--- config.mk ---
export PLATFORM = sky130hd
export DESIGN_NAME = gac_config_bank
export DESIGN_NICKNAME = d
export VERILOG_FILES = /design/src/gac_pkg.sv /design/src/gac_config_bank.sv
export VERILOG_INCLUDE_DIRS = /design/src
export SDC_FILE = /design/constraint.sdc
export NUM_CORES = 1
export LEC_CHECK = 0
export ABC_CLOCK_PERIOD_IN_PS = 10500
export BUFFER_PORTS_ARGS = -buffer_cell sky130_fd_sc_hd__buf_2
export CORE_MARGIN = 5
export CORE_UTILIZATION = 35
export DETAILED_ROUTE_END_ITERATION = 10
export PLACE_DENSITY = 0.61
export SLEW_MARGIN = 15
export SYNTH_ARGS = -nofsm -noshare
export SYNTH_HDL_FRONTEND = slang
export SYNTH_SLANG_ARGS = --single-unit
--- constraint.sdc ---
create_clock -name clk -period 10.5 [get_ports clk]
set_input_delay 0.525 -clock clk [delete_from_list [all_inputs] [get_ports clk]]
set_output_delay 0.525 -clock clk [all_outputs]
set_load 0.01 [all_outputs]
--- src/gac_map.svh ---
// Purpose: Offsets, field positions, reset values and timing counts of the gauge configuration bank.
// Assumes: 8-bit register index, 16-bit register words, 25 MHz clock.
// Notes: Definitions only.
`ifndef GAC_MAP_SVH
`define GAC_MAP_SVH
// ==========================================================
// Register offsets
`define GAC_OFS_HYP_LOAD 8'h04
`define GAC_OFS_DQ_ACC 8'h05
`define GAC_OFS_RESIDUAL 8'h0c
`define GAC_OFS_LEARN 8'h28
`define GAC_OFS_FILTER 8'h29
`define GAC_OFS_RELAX 8'h2a
`define GAC_OFS_MISC 8'h2b
`define GAC_OFS_DP_ACC 8'h46
`define GAC_OFS_CONVG 8'h49
`define GAC_OFS_RIPPLE 8'hbd
`define GAC_OFS_HYP_RESID 8'hdc
`define GAC_OFS_HYP_CTRL 8'he0
`define GAC_OFS_VG_OCV 8'hfb
`define GAC_OFS_VG_PCT 8'hff
// ==========================================================
// Reset values
`define GAC_RST_HYP_LOAD 16'h0000
`define GAC_RST_DQ_ACC 16'h0017
`define GAC_RST_DP_ACC 16'h0190
`define GAC_RST_LEARN 16'h4486
`define GAC_RST_FILTER 16'hcea4
`define GAC_RST_RELAX 16'h2039
`define GAC_RST_MISC 16'h3870
`define GAC_RST_CONVG 16'h2241
`define GAC_RST_RIPPLE 16'h0204
`define GAC_RST_HYP_CTRL 16'h0001
// ==========================================================
// Field positions
`define GAC_CURRENT_FILTER_CODE_MSB 3
`define GAC_CURRENT_FILTER_CODE_LSB 0
`define GAC_VOLTAGE_FILTER_CODE_MSB 6
`define GAC_VOLTAGE_FILTER_CODE_LSB 4
`define GAC_MIX_MSB 10
`define GAC_MIX_LSB 7
`define GAC_TEMP_MSB 13
`define GAC_TEMP_LSB 11
`define GAC_LOAD_MSB 15
`define GAC_LOAD_LSB 9
`define GAC_DV_MSB 8
`define GAC_DV_LSB 4
`define GAC_DT_MSB 3
`define GAC_DT_LSB 0
`define GAC_LS_MSB 6
`define GAC_LS_LSB 4
`define GAC_FUS_MSB 15
`define GAC_FUS_LSB 12
`define GAC_MR_MSB 9
`define GAC_MR_LSB 5
`define GAC_SA_MSB 1
`define GAC_SA_LSB 0
`define GAC_NR_MSB 2
`define GAC_NR_LSB 0
`define GAC_HYP_EN_BIT 0
// ==========================================================
// Codes, offsets and timing
`define GAC_LS_FINAL 3'h7
`define GAC_CURRENT_FILTER_CODE_BIAS 5'h07
`define GAC_VOLTAGE_FILTER_CODE_BIAS 5'h02
`define GAC_MIX_BIAS 5'h03
`define GAC_LOAD_SHIFT 5
`define GAC_DV_SHIFT 4
`define GAC_CLK_PERIOD_NS 40
`define GAC_BASE_TICK_NS 175781250
`define GAC_FIRST_UPDATE_MS 710
`endif

--- src/gac_pkg.sv ---
// Purpose: Types shared by the gauge configuration bank and its neighbours.
// Assumes: Nothing beyond SystemVerilog.
// Notes: Widths follow the register fields.
package gac_pkg;
  // ========================================================
  // Results handed in by the gauge arithmetic.
  typedef struct packed {
    logic [15:0] residual;
    logic [15:0] hyp_residual;
    logic [15:0] hyp_tte;
    logic [15:0] hyp_pct;
    logic [15:0] blended_cap;
    logic [15:0] vg_ocv;
    logic [15:0] vg_pct;
    logic [15:0] dq_acc;
    logic [15:0] dp_acc;
  } gac_result_t;
  // Measurements and charge-state quantities from the analog side.
  typedef struct packed {
    logic [15:0] current_abs;
    logic [15:0] averaged_current_abs;
    logic [15:0] averaged_cell_voltage;
    logic [15:0] reported_charge_pct;
    logic [15:0] available_charge_pct;
    logic [15:0] blended_charge_pct;
  } gac_meas_t;
  // Settings handed to the gauge arithmetic.
  typedef struct packed {
    logic signed [4:0] current_tc_exp;
    logic signed [4:0] voltage_tc_exp;
    logic signed [4:0] blend_tc_exp;
    logic signed [4:0] temp_tc_exp;
    logic [2:0] ripple_filter_code;
    logic [5:0] full_update_pct;
    logic [4:0] servo_blend_rate;
    logic servo_blend_active;
    logic [2:0] learn_stage;
    logic [15:0] converge_cfg;
  } gac_setting_t;
endpackage : gac_pkg

--- src/gac_config_bank.sv ---
// Purpose: Configuration and intermediate-result register bank of a fuel-gauge algorithm.
// Assumes: Gauge arithmetic and measurement inputs are on clk; results arrive with result_valid.
// Notes: One-cycle read latency; host writes never stall.
// Notes on behaviour
// - Averaged-current time constant is 45 s times two to (code minus 7).
// - Averaged-voltage time constant is 45 s times two to (code minus 2).
// - Blending period is 45 s times two to (code minus 3).
// - Averaged-temperature time constant is 45 s times two to the code.
// - Relaxed after two consecutive quiet periods with low current and small voltage change.
// - Load threshold is 7 bits; instantaneous and averaged current both below it.
// - Voltage-delta threshold is 1.25 mV per step, default 3.75 mV.
// - Relaxation period is two to (code minus 8) times 45 s.
// - Learn stage starts at zero and advances to seven over seven learn_advance events.
// - Writing seven jumps to final stage; writing one through six is ignored.
// - Alert source select picks reported, available, blended or voltage-gauge charge.
// - Servo blend rate zero disables servo blending.
// - Servo blending acts only once the final learn stage is reached.
// - Full update slope gives 2 to 32 percent per fifteen minutes.
// - Converge-to-empty configuration resets to 0x2241.
// - Ripple filter time is 1.4 s times two to the ripple code.
// - Debug results get their first update within 710 ms of reset.
// - Charge change accumulator resets to 0x0017.
// - Charge-percent change accumulator resets to 0x0190.
// - Available capacity is blended capacity minus residual charge.
// - Hypothetical available capacity is blended capacity minus hypothetical residual.
// - Hypothetical results hold while the hypothetical-load enable is low.
//
// Design decision made here: the address-and-strobe port.
`timescale 1ns/1ps
`include "gac_map.svh"

module gac_config_bank
  import gac_pkg::*;
#(
  parameter int TICK_CYCLES = `GAC_BASE_TICK_NS / `GAC_CLK_PERIOD_NS,
  parameter int FIRST_UPDATE_CYCLES = `GAC_FIRST_UPDATE_MS * 1000000 / `GAC_CLK_PERIOD_NS
) (
  input wire logic clk,
  input wire logic rst,
  input wire logic [7:0] reg_addr,
  input wire logic [15:0] reg_wdata,
  input wire logic reg_wr,
  input wire logic reg_rd,
  output logic [15:0] reg_rdata,
  input wire gac_result_t result_in,
  input wire logic result_valid,
  input wire gac_meas_t meas_in,
  input wire logic learn_advance,
  output gac_setting_t settings,
  output logic [15:0] hypothetical_load_current,
  output logic hypothetical_load_enable,
  output logic [15:0] available_capacity,
  output logic [15:0] hypothetical_available_capacity,
  output logic [15:0] hypothetical_time_to_empty,
  output logic [15:0] hypothetical_available_pct,
  output logic [15:0] alert_source_pct,
  output logic cell_relaxed,
  output logic data_ready
);

  // ========================================================
  // Register storage
  logic [15:0] learning_config;
  logic [15:0] averaging_filter_config;
  logic [15:0] relaxation_config;
  logic [15:0] miscellaneous_config;
  logic [15:0] converge_empty_config;
  logic [15:0] ripple_config;
  logic [15:0] hyp_ctrl;
  logic [15:0] charge_change_accum;
  logic [15:0] soc_change_accum;
  logic [15:0] residual_charge;
  logic [15:0] hypothetical_residual_charge;
  logic [15:0] voltage_gauge_open_circuit;
  logic [15:0] voltage_gauge_charge_pct;
  logic [15:0] blended_remaining_capacity;
  logic [2:0] learn_stage;
  logic [2:0] wr_stage;
  logic [31:0] boot_cnt;
  logic boot_done;
  logic take_result;
  logic [15:0] next_rdata;

  assign wr_stage = reg_wdata[`GAC_LS_MSB:`GAC_LS_LSB];
  // A result is taken when the arithmetic offers one, or once at the boot deadline.
  assign take_result = result_valid || (!boot_done && boot_cnt == 32'(FIRST_UPDATE_CYCLES - 1));

  // ========================================================
  // Plain configuration words; every bit, fixed ones too, is kept as written.
  always_ff @(posedge clk) begin
    if (rst) begin
      averaging_filter_config <= `GAC_RST_FILTER;
      relaxation_config <= `GAC_RST_RELAX;
      miscellaneous_config <= `GAC_RST_MISC;
      converge_empty_config <= `GAC_RST_CONVG;
      ripple_config <= `GAC_RST_RIPPLE;
      hyp_ctrl <= `GAC_RST_HYP_CTRL;
      hypothetical_load_current <= `GAC_RST_HYP_LOAD;
    end else if (reg_wr) begin
      case (reg_addr)
        `GAC_OFS_FILTER: averaging_filter_config <= reg_wdata;
        `GAC_OFS_RELAX: relaxation_config <= reg_wdata;
        `GAC_OFS_MISC: miscellaneous_config <= reg_wdata;
        `GAC_OFS_CONVG: converge_empty_config <= reg_wdata;
        `GAC_OFS_RIPPLE: ripple_config <= reg_wdata;
        `GAC_OFS_HYP_CTRL: hyp_ctrl <= reg_wdata;
        `GAC_OFS_HYP_LOAD: hypothetical_load_current <= reg_wdata;
        default: ;
      endcase
    end
  end
  assign hypothetical_load_enable = hyp_ctrl[`GAC_HYP_EN_BIT];

  // ========================================================
  // Learn stage: advances one step per event, a host write of seven jumps to the end.
  always_ff @(posedge clk) begin
    if (rst) begin
      learning_config <= `GAC_RST_LEARN;
      learn_stage <= 3'h0;
    end else begin
      if (reg_wr && reg_addr == `GAC_OFS_LEARN) begin
        learning_config <= reg_wdata;
      end
      if (reg_wr && reg_addr == `GAC_OFS_LEARN && wr_stage == `GAC_LS_FINAL) begin
        learn_stage <= `GAC_LS_FINAL;
      end else if (learn_advance && learn_stage != `GAC_LS_FINAL) begin
        learn_stage <= learn_stage + 3'h1;
      end
    end
  end

  // ========================================================
  // Debug results; an arithmetic update wins over a host write in the same cycle.
  always_ff @(posedge clk) begin
    if (rst) begin
      charge_change_accum <= `GAC_RST_DQ_ACC;
      soc_change_accum <= `GAC_RST_DP_ACC;
      residual_charge <= 16'h0000;
      voltage_gauge_open_circuit <= 16'h0000;
      voltage_gauge_charge_pct <= 16'h0000;
      blended_remaining_capacity <= 16'h0000;
      available_capacity <= 16'h0000;
    end else if (take_result) begin
      charge_change_accum <= result_in.dq_acc;
      soc_change_accum <= result_in.dp_acc;
      residual_charge <= result_in.residual;
      voltage_gauge_open_circuit <= result_in.vg_ocv;
      voltage_gauge_charge_pct <= result_in.vg_pct;
      blended_remaining_capacity <= result_in.blended_cap;
      available_capacity <= result_in.blended_cap - result_in.residual;
    end else if (reg_wr && reg_addr == `GAC_OFS_DQ_ACC) begin
      charge_change_accum <= reg_wdata;
    end else if (reg_wr && reg_addr == `GAC_OFS_DP_ACC) begin
      soc_change_accum <= reg_wdata;
    end
  end

  // Hypothetical results freeze while the enable is low.
  always_ff @(posedge clk) begin
    if (rst) begin
      hypothetical_residual_charge <= 16'h0000;
      hypothetical_available_capacity <= 16'h0000;
      hypothetical_time_to_empty <= 16'h0000;
      hypothetical_available_pct <= 16'h0000;
    end else if (take_result && hypothetical_load_enable) begin
      hypothetical_residual_charge <= result_in.hyp_residual;
      hypothetical_available_capacity <= result_in.blended_cap - result_in.hyp_residual;
      hypothetical_time_to_empty <= result_in.hyp_tte;
      hypothetical_available_pct <= result_in.hyp_pct;
    end
  end

  // Boot deadline: forces the first capture so software never sees stale data.
  always_ff @(posedge clk) begin
    if (rst) begin
      boot_cnt <= 32'h0;
      boot_done <= 1'b0;
      data_ready <= 1'b0;
    end else begin
      if (!boot_done) begin
        boot_cnt <= boot_cnt + 32'h1;
      end
      if (take_result) begin
        boot_done <= 1'b1;
        data_ready <= 1'b1;
      end
    end
  end

  // ========================================================
  // Relaxation detector: a base tick of 45 s / 256, a period of two to the code of ticks.
  logic [31:0] tick_cnt;
  logic [15:0] period_cnt;
  logic [15:0] period_len;
  logic [15:0] v_ref;
  logic [15:0] v_delta;
  logic [1:0] quiet_cnt;
  logic loaded;
  logic period_end;

  assign period_len = 16'h1 << relaxation_config[`GAC_DT_MSB:`GAC_DT_LSB];
  assign period_end = (tick_cnt == 32'(TICK_CYCLES - 1)) && (period_cnt >= period_len - 16'h1);
  // Both readings must sit below the threshold to count as unloaded.
  assign loaded = (meas_in.current_abs >= 16'(relaxation_config[`GAC_LOAD_MSB:`GAC_LOAD_LSB]) << `GAC_LOAD_SHIFT)
    || (meas_in.averaged_current_abs >= 16'(relaxation_config[`GAC_LOAD_MSB:`GAC_LOAD_LSB]) << `GAC_LOAD_SHIFT);
  assign v_delta = (meas_in.averaged_cell_voltage >= v_ref) ? meas_in.averaged_cell_voltage - v_ref
    : v_ref - meas_in.averaged_cell_voltage;

  always_ff @(posedge clk) begin
    if (rst) begin
      tick_cnt <= 32'h0;
      period_cnt <= 16'h0;
    end else if (tick_cnt == 32'(TICK_CYCLES - 1)) begin
      tick_cnt <= 32'h0;
      period_cnt <= period_end ? 16'h0 : period_cnt + 16'h1;
    end else begin
      tick_cnt <= tick_cnt + 32'h1;
    end
  end

  // A load restarts the count at once; the voltage is judged at each period end.
  always_ff @(posedge clk) begin
    if (rst) begin
      v_ref <= 16'h0;
      quiet_cnt <= 2'h0;
      cell_relaxed <= 1'b0;
    end else if (loaded) begin
      quiet_cnt <= 2'h0;
      cell_relaxed <= 1'b0;
      v_ref <= meas_in.averaged_cell_voltage;
    end else if (period_end) begin
      v_ref <= meas_in.averaged_cell_voltage;
      // Step is 1.25 mV against a voltage word of 1.25 mV / 16.
      if (v_delta < (16'(relaxation_config[`GAC_DV_MSB:`GAC_DV_LSB]) << `GAC_DV_SHIFT)) begin
        quiet_cnt <= (quiet_cnt == 2'h2) ? 2'h2 : quiet_cnt + 2'h1;
        cell_relaxed <= (quiet_cnt != 2'h0);
      end else begin
        quiet_cnt <= 2'h0;
        cell_relaxed <= 1'b0;
      end
    end
  end

  // ========================================================
  // Settings and alert source, registered so every output leaves a flip-flop.
  always_ff @(posedge clk) begin
    if (rst) begin
      settings <= '0;
      alert_source_pct <= 16'h0;
    end else begin
      settings.current_tc_exp <= 5'(averaging_filter_config[`GAC_CURRENT_FILTER_CODE_MSB:`GAC_CURRENT_FILTER_CODE_LSB]) - `GAC_CURRENT_FILTER_CODE_BIAS;
      settings.voltage_tc_exp <= 5'(averaging_filter_config[`GAC_VOLTAGE_FILTER_CODE_MSB:`GAC_VOLTAGE_FILTER_CODE_LSB]) - `GAC_VOLTAGE_FILTER_CODE_BIAS;
      settings.blend_tc_exp <= 5'(averaging_filter_config[`GAC_MIX_MSB:`GAC_MIX_LSB]) - `GAC_MIX_BIAS;
      settings.temp_tc_exp <= 5'(averaging_filter_config[`GAC_TEMP_MSB:`GAC_TEMP_LSB]);
      settings.ripple_filter_code <= ripple_config[`GAC_NR_MSB:`GAC_NR_LSB];
      // Slope in percent per fifteen minutes: two times (code plus one).
      settings.full_update_pct <= {1'b0, miscellaneous_config[`GAC_FUS_MSB:`GAC_FUS_LSB], 1'b0} + 6'h2;
      settings.servo_blend_rate <= miscellaneous_config[`GAC_MR_MSB:`GAC_MR_LSB];
      // Servo only after the final stage, and never with a zero rate.
      settings.servo_blend_active <= (learn_stage == `GAC_LS_FINAL)
        && (miscellaneous_config[`GAC_MR_MSB:`GAC_MR_LSB] != 5'h00);
      settings.learn_stage <= learn_stage;
      settings.converge_cfg <= converge_empty_config;
      case (miscellaneous_config[`GAC_SA_MSB:`GAC_SA_LSB])
        2'h0: alert_source_pct <= meas_in.reported_charge_pct;
        2'h1: alert_source_pct <= meas_in.available_charge_pct;
        2'h2: alert_source_pct <= meas_in.blended_charge_pct;
        default: alert_source_pct <= voltage_gauge_charge_pct;
      endcase
    end
  end

  // ========================================================
  // Read port: data one cycle after the strobe, zero otherwise or when unmapped.
  always_comb begin
    next_rdata = 16'h0000;
    case (reg_addr)
      `GAC_OFS_HYP_LOAD: next_rdata = hypothetical_load_current;
      `GAC_OFS_DQ_ACC: next_rdata = charge_change_accum;
      `GAC_OFS_RESIDUAL: next_rdata = residual_charge;
      `GAC_OFS_LEARN: next_rdata = {learning_config[15:7], learn_stage, learning_config[3:0]};
      `GAC_OFS_FILTER: next_rdata = averaging_filter_config;
      `GAC_OFS_RELAX: next_rdata = relaxation_config;
      `GAC_OFS_MISC: next_rdata = miscellaneous_config;
      `GAC_OFS_DP_ACC: next_rdata = soc_change_accum;
      `GAC_OFS_CONVG: next_rdata = converge_empty_config;
      `GAC_OFS_RIPPLE: next_rdata = ripple_config;
      `GAC_OFS_HYP_RESID: next_rdata = hypothetical_residual_charge;
      `GAC_OFS_HYP_CTRL: next_rdata = hyp_ctrl;
      `GAC_OFS_VG_OCV: next_rdata = voltage_gauge_open_circuit;
      `GAC_OFS_VG_PCT: next_rdata = voltage_gauge_charge_pct;
      default: next_rdata = 16'h0000;
    endcase
  end

  always_ff @(posedge clk) begin
    if (rst) begin
      reg_rdata <= 16'h0000;
    end else begin
      reg_rdata <= reg_rd ? next_rdata : 16'h0000;
    end
  end
endmodule // gac_config_bank

* Word level (Yosys, flattened, before mapping)
Index checks and enable logic that the tools add are counted.
W data, S select, Z words.
** Storage, ports and cells
- Register bits :: 477
- Input bits :: 270
** Cells by class
- Add/subtract/negate cells :: 14
- Order comparisons :: 5
- Equality and inequality tests :: 23
- Shift-type cells :: 1
- Multiplexer cells :: 16
- Bitwise logic cells :: 1
- Reductions and logical operators :: 30
** Operators with widths (number)
- $pmux W16 S14 :: 1
- $mux W16 :: 9
- $add A32 B1 Y32 const B :: 2
- $sub A16 B16 Y16 :: 4
- $pmux W16 S3 :: 1
- $eq A8 B8 Y1 const B :: 5
- $eq A32 B23 Y1 const B :: 1
- $eq A32 B25 Y1 const B :: 1
- $eq A8 B6 Y1 const B :: 4
- $ge A16 B12 Y1 :: 2
- $ge A16 B16 Y1 :: 2
- $add A16 B1 Y16 const B :: 1
- $eq A8 B3 Y1 const B :: 2
- $eq A8 B7 Y1 const B :: 2
- $lt A16 B9 Y1 :: 1
- $reduce_and A2 Y1 :: 8
- $shl A1 B4 Y16 const A :: 1
- $sub A16 B1 Y16 const B :: 1
- $reduce_bool A2 Y1 :: 5
- $logic_and A1 B1 Y1 :: 9
- $eq A8 B4 Y1 const B :: 1
- $add A5 B2 Y6 const B :: 1
- $eq A3 B3 Y1 const B :: 2
- $mux W3 :: 2
- other kinds (17) :: 22

* Logic depth before layout (Yosys ltp)
- Word-level depth :: 6
- Mapped depth :: 20

* Worst setup path before layout
OpenSTA, ideal clock, no wires.
- Path type :: input port to flip-flop
- From :: input meas_in[59] (netlist name)
- To :: register quiet_cnt[1]
- Arrival :: 4.118 ns
- Data required time :: 10.404 ns
- Slack :: 6.286 ns
- Stages :: 20
- Buffers on the path :: 2
- Cells stage by stage :: inv_1 ha_1 buf_6 a21oi_2 o21ai_1 a221oi_2 and3_1 buf_6 mux2_4 a21oi_1 o22a_1 o22ai_1 xor2_1 ha_1 o21ai_0 nand2b_1 a2111oi_0 a41o_1 nand4b_1 o41ai_2
** On the way
- Cells in the longest elaborated chain, start to end :: 4
- Elaborated cells between the ends (all ways) :: 6
** Ends and longest elaborated chain
- from (decl) :: RTL line gac_config_bank.sv:47 : input wire gac_meas_t meas_in,
- $sub A16 B16 Y16 (tied with other cells) :: RTL line gac_config_bank.sv:207 : : v_ref - meas_in.averaged_cell_voltage;
- $mux W16 * :: RTL line gac_config_bank.sv:206 : assign v_delta = (meas_in.averaged_cell_voltage >= v_ref) ? meas_in.averaged_cell_voltage - v_ref
- $lt A16 B9 Y1 * :: RTL line gac_config_bank.sv:234 : if (v_delta < (16'(relaxation_config[`GAC_DV_MSB:`GAC_DV_LSB]) << `GAC_DV_SHIFT)) begin
- $mux W2 * :: RTL line gac_config_bank.sv:234
- to (signal assigned) :: RTL line gac_config_bank.sv:235 : quiet_cnt <= (quiet_cnt == 2'h2) ? 2'h2 : quiet_cnt + 2'h1;
- to (decl) :: RTL line gac_config_bank.sv:197 : logic [1:0] quiet_cnt;
Every way passes the cells marked *; elsewhere a longest branch is shown, timed or not.
A chain may end at the register's enable or synchronous reset.

* Worst setup path after layout
- From :: register v_ref[11]
- To :: register quiet_cnt[1]
** On the way
- Cells in the longest elaborated chain, start to end :: 4
- Elaborated cells between the ends (all ways) :: 6
** Ends and longest elaborated chain
- from (decl) :: RTL line gac_config_bank.sv:195 : logic [15:0] v_ref;
- from (signal assigned) :: RTL line gac_config_bank.sv:230 : v_ref <= meas_in.averaged_cell_voltage;
- from (signal assigned) :: RTL line gac_config_bank.sv:232 : v_ref <= meas_in.averaged_cell_voltage;
- $sub A16 B16 Y16 (tied with other cells) :: RTL line gac_config_bank.sv:207
- $mux W16 * :: RTL line gac_config_bank.sv:206
- $lt A16 B9 Y1 * :: RTL line gac_config_bank.sv:234
- $mux W2 * :: RTL line gac_config_bank.sv:234
Marked as above.

==> flow_results.org <==
** Status
- Result of the run :: finished clean

** Cells and area
- Final non-filler cell area :: 26900 um^2
- Non-filler instance count after layout :: approximately 4000
- Compared with the post-synthesis result, the final layout area differs by 20.4%.
- Layout filler cell count :: 6447
- Largest registers in the final layout :: settings (50), boot_cnt (32), tick_cnt (32)
- End-of-flow core utilization :: 0.426
- The register with the most flip-flops in the final layout is settings.
- The register with the most flip-flops in the layout has 50 of them.
- Post-layout net count :: around 3500
- In the final layout, the share of cells above drive strength 1 is 0.187.

** CTS
- Buffers from clock root to sink, at most :: 3
- The clock drives between 400 and 500 sinks.
- CTS HTree Levels :: 2
- Gates resized during post-CTS repair numbered 0.
- TritonCTS clock tree :: yes
- Counting the buffers created by CTS gives 54.
- CTS clk-pin slew, worst paths :: 0.06 ns
- Count of buffers added by post-CTS timing repair for setup :: 0
- CTS Hold Bufs :: 0
- The clock reaches the later pin of the worst-skew pair after between 0.6 and 0.7 ns.
- The tree is rooted in a sky130_fd_sc_hd__clkbuf_16.

** Placement
- The number of placed instances, taps included, is roughly 3900.
- Input/output buffers :: roughly 440
- Total placed instance area :: about 25000 um^2
- Routability Congestion :: between 0.8 and 0.9
- Summed over all nets, the half-perimeter wirelength after detailed placement is approximately 59000 um.

** Worst hold path
- The worst hold path terminates at voltage_gauge_charge_pct[14].
- Hold Crit Class :: in2reg
- The worst hold path passes through 3 cells.
- Min-Delay Startpoint :: result_in[46]

** Run
- Across the run, the number of max-cap violations was 0.

** Critical path
- Peak fanout along the critical path :: 10
- For flop-to-flop paths, the worst setup slack is 5.93 ns.
- The largest single stage delay on the critical path is 0.53 ns.
- Counting both buffers and inverters, the worst setup path holds a total of 0.
- Chain of cells forming the critical path :: ha_1 -> a21oi_2 -> o21ai_1 -> a221oi_2 -> and3_1 -> mux2_4 -> a21oi_1 -> o22a_1 -> xnor2_1 -> ha_1 -> o21a_1 -> o21ai_0 -> nand2b_1 -> a2111oi_0 -> a41o_1 -> nand4b_1 -> o41ai_2
- Startpoint Class :: flop
- Data arrives at the worst endpoint at 5.06 ns.
- Largest delay share family, worst path :: compound AO/OA/AOI/OAI gates
- Kind of capture point of the worst setup path :: flop
- The endpoint identified for the worst register-to-register timing path is quiet_cnt[1].
- Worst Reg2Reg Path Length in Cells :: 17
- The critical path in this run is classified as reg2reg.
- The worst register-to-register path begins at v_ref[11].
- Counting stages on the worst path, the most repeated cell is sky130_fd_sc_hd__ha_1.
- Required time of the worst setup path :: around 11 ns
- On the critical path, the stage with the largest delay is an instance of sky130_fd_sc_hd__and3_1.

** GRT
- After global routing the overflow that remains totals 0.
- In the global route stage, overall resource usage came out at 0.222.
- The first global-routing pass estimated approximately 120000 um of wire.
- The via count of the first global-routing pass came to ~20000.
- The number of antenna violations at the first check in global routing is 10.
- Maximum number of pins on one net before global-route repair :: between 80 and 90

** Yosys
- The Yosys step of the flow raised 0 warnings.
- For this run, the register share of the synthesized area comes to 0.420.
- Distinct cell type count of the synthesized netlist :: 77
- For this run, asynchronously set or reset flops after synthesis account for 0.
- The synthesized design spends more area on one cell type than any other, namely sky130_fd_sc_hd__dfxtp_1.
- Counting every instance in the synthesized netlist gives ~2800.
- Synth Area in Compound Gates :: 0.161
- The most used flip-flop cell after synthesis is sky130_fd_sc_hd__dfxtp_1.
- Most common library cells after synthesis :: 611 x sky130_fd_sc_hd__nand2_1, 470 x sky130_fd_sc_hd__dfxtp_1, 283 x sky130_fd_sc_hd__a21oi_1
- In the post-synthesis netlist, the biggest area contributors are sky130_fd_sc_hd__dfxtp_1 42%, sky130_fd_sc_hd__nand2_1 10%, sky130_fd_sc_hd__a21oi_1 6.3%.
- Among all cell types in the netlist, the one instantiated most often is sky130_fd_sc_hd__nand2_1.
- Of the total synthesized cell area, the portion taken by XOR and XNOR cells is 0.0403.
- After synthesis the cells add up to around 22000 um^2.
- The synthesized design contains 0 enable-type register cells.
- The average instance in the mapped netlist occupies between 8 and 9 um^2.
- Of the total synthesized cell area, the portion taken by full adders, half adders and majority gates is 0.0616.
- Multiplexer fraction of the synthesized cell area :: 0.0363
- Of the total synthesized cell area, the portion taken by AND, OR, NAND and NOR gates is 0.229.
- After synthesis, the largest family of logic cells by area is simple AND/OR/NAND/NOR gates.
- Count of state elements after synthesis :: 470
- Area share of the leading cell type in the synthesized netlist :: 0.420

** Power
- Max VDD drop :: around 0.13 mV
- Pwr Density :: roughly 160 nW/um^2
- The analysis attributes to cell leakage a power of roughly 11 nW.

** Floorplan
- DIE WIDTH :: 263 um
- The floorplan has 92 rows.
- Height of the die :: 263 um
- For this configuration, the core starts out at a cell density of 0.354.
- After floorplanning, the core was sized to cover 63200 um^2.
- For this design the top-level I/O count stands at between 400 and 500.
- The die covers 69100 um^2.

** Drt
- In the routed design, unresolved DRC markers number 0.
- Mean routed wirelength per cell :: 20.4 um
- The pre-antenna-repair detailed-routing pass consisted of 9 iterations.
- Via total after detailed routing :: between 20000 and 25000
- The routed design has approximately 81000 um of wire.
- Drt initial violations :: between 1500 and 2000
- Detail Route Antenna Nets :: 0
- After detailed routing, the number of vias per cell comes to ~5.3.

** STA
- Sum of negative setup slack :: 0 ns
- Post-route clock period utilization :: 0.435
- Highest achievable clock rate :: about 0.22 GHz
- Setup repair after global routing missed its margin :: no
- At the pin with the least slew margin, the transition time is 1.10 ns.
- Final critical-path required period :: about 4.6 ns
- Across the routed clock network, the largest skew measured is just under 0.06 ns.
- The hold violation count in the final report is 0.
- Max-Slew Margin vs Limit :: 0.267
- The count of pins over their slew limit is 0.
- Setup violations remaining at the end of the flow were counted as 0.
## cell type report
| class | instances | area, um^2 | area share |
|---|---|---|---|
| Sequential cell | 470 | 9410 | 0.349 |
| Timing Repair Buffer | 454 | 2330 | 0.0865 |
| Inverter | 110 | 413 | 0.0153 |
| Tap cell | 846 | 1060 | 0.0393 |
| Antenna cell | 6 | 15.0 | 0.000557 |
| Clock buffer | 74 | 1530 | 0.0566 |
| Clock inverter | 24 | 328 | 0.0122 |
| Multi-Input combinational cell | 2002 | 11900 | 0.440 |
## cell usage in the layout, fill, tap and decap left out, drive strengths merged, types with 8 or more instances in the layout
cell type	count
clkinv	14
a21oi	286
and2	30
ha	107
o211ai	12
mux2i	38
nand3	115
xor2	54
nand2	611
a21o	9
nor2b	51
nor4	16
a31oi	24
a211oi	18
a22oi	13
and4	13
buf	454
o21ai	72
and3	25
dfxtp	470
o21a	8
a222oi	19
a221oi	25
clkbuf	74
mux4	17
or3	16
nor3	19
nand4	26
xnor2	49
nor2	197
inv	111
a311oi	27
## layer usage
layer,vias up,share of wire,global-route usage
met3,175,0.092,0.0550
met4,12,0.042,0.0884
li1,10200,-,-
met2,910,0.46,0.367
met5,-,0.0011,0
met1,9857,0.40,0.280
## metrics by stage
step | setup slack, ns | hold WS [ns] | power [mW]
2_1_floorplan | 6.29 | 0.413 | 2.19
3_3_place_gp | 5.66 | 0.439 | 2.38
3_5_place_dp | 5.56 | 0.443 | 2.38
4_1_cts | 5.92 | 0.0981 | 4.34
5_1_grt | 5.55 | 0.118 | 4.46
6_report | 5.93 | 0.126 | 4.29
## worst max-delay path by stage
stage / start / to / cells after the start
3_3_place_gp: meas_in[59] / quiet_cnt[1] / 19
6_report: v_ref[11] / quiet_cnt[1] / 17
5_1_grt: relaxation_config[2] / period_cnt[5] / 13
4_1_cts: v_ref[11] / quiet_cnt[1] / 17
3_5_place_dp: meas_in[59] / quiet_cnt[1] / 19
2_1_floorplan: meas_in[59] / quiet_cnt[1] / 20
## cells by family (layout without fill, tap and decap cells)
| kind of cell | count (synthesis) | count (layout) |
|---|---|---|
| other cells | 2 | 10 |
| flops | 470 | 470 |
| simple gates | 1154 | 1154 |
| buf+inv | 295 | 662 |
| compound gates | 573 | 573 |
| mux | 59 | 59 |
| xor+xnor | 103 | 103 |
| fa+ha+maj | 109 | 109 |
## worst register-to-register path, stage by stage, from the launching register on
cell	delay [ns]
sky130_fd_sc_hd__dfxtp_1	0.32
sky130_fd_sc_hd__ha_1	0.41
sky130_fd_sc_hd__a21oi_2	0.24
sky130_fd_sc_hd__o21ai_1	0.11
sky130_fd_sc_hd__a221oi_2	0.40
sky130_fd_sc_hd__and3_1	0.53
sky130_fd_sc_hd__mux2_4	0.36
sky130_fd_sc_hd__a21oi_1	0.24
sky130_fd_sc_hd__o22a_1	0.21
sky130_fd_sc_hd__xnor2_1	0.13
sky130_fd_sc_hd__ha_1	0.25
sky130_fd_sc_hd__o21a_1	0.10
sky130_fd_sc_hd__o21ai_0	0.15
sky130_fd_sc_hd__nand2b_1	0.07
sky130_fd_sc_hd__a2111oi_0	0.39
sky130_fd_sc_hd__a41o_1	0.17
sky130_fd_sc_hd__nand4b_1	0.11
sky130_fd_sc_hd__o41ai_2	0.29
## report_power, final
part,switching [mW],internal [mW]
Sequential,0.0400,1.84
Clock,0.804,1.15
Combinational,0.279,0.183
Note: power is estimated with default switching activity, not from simulation.
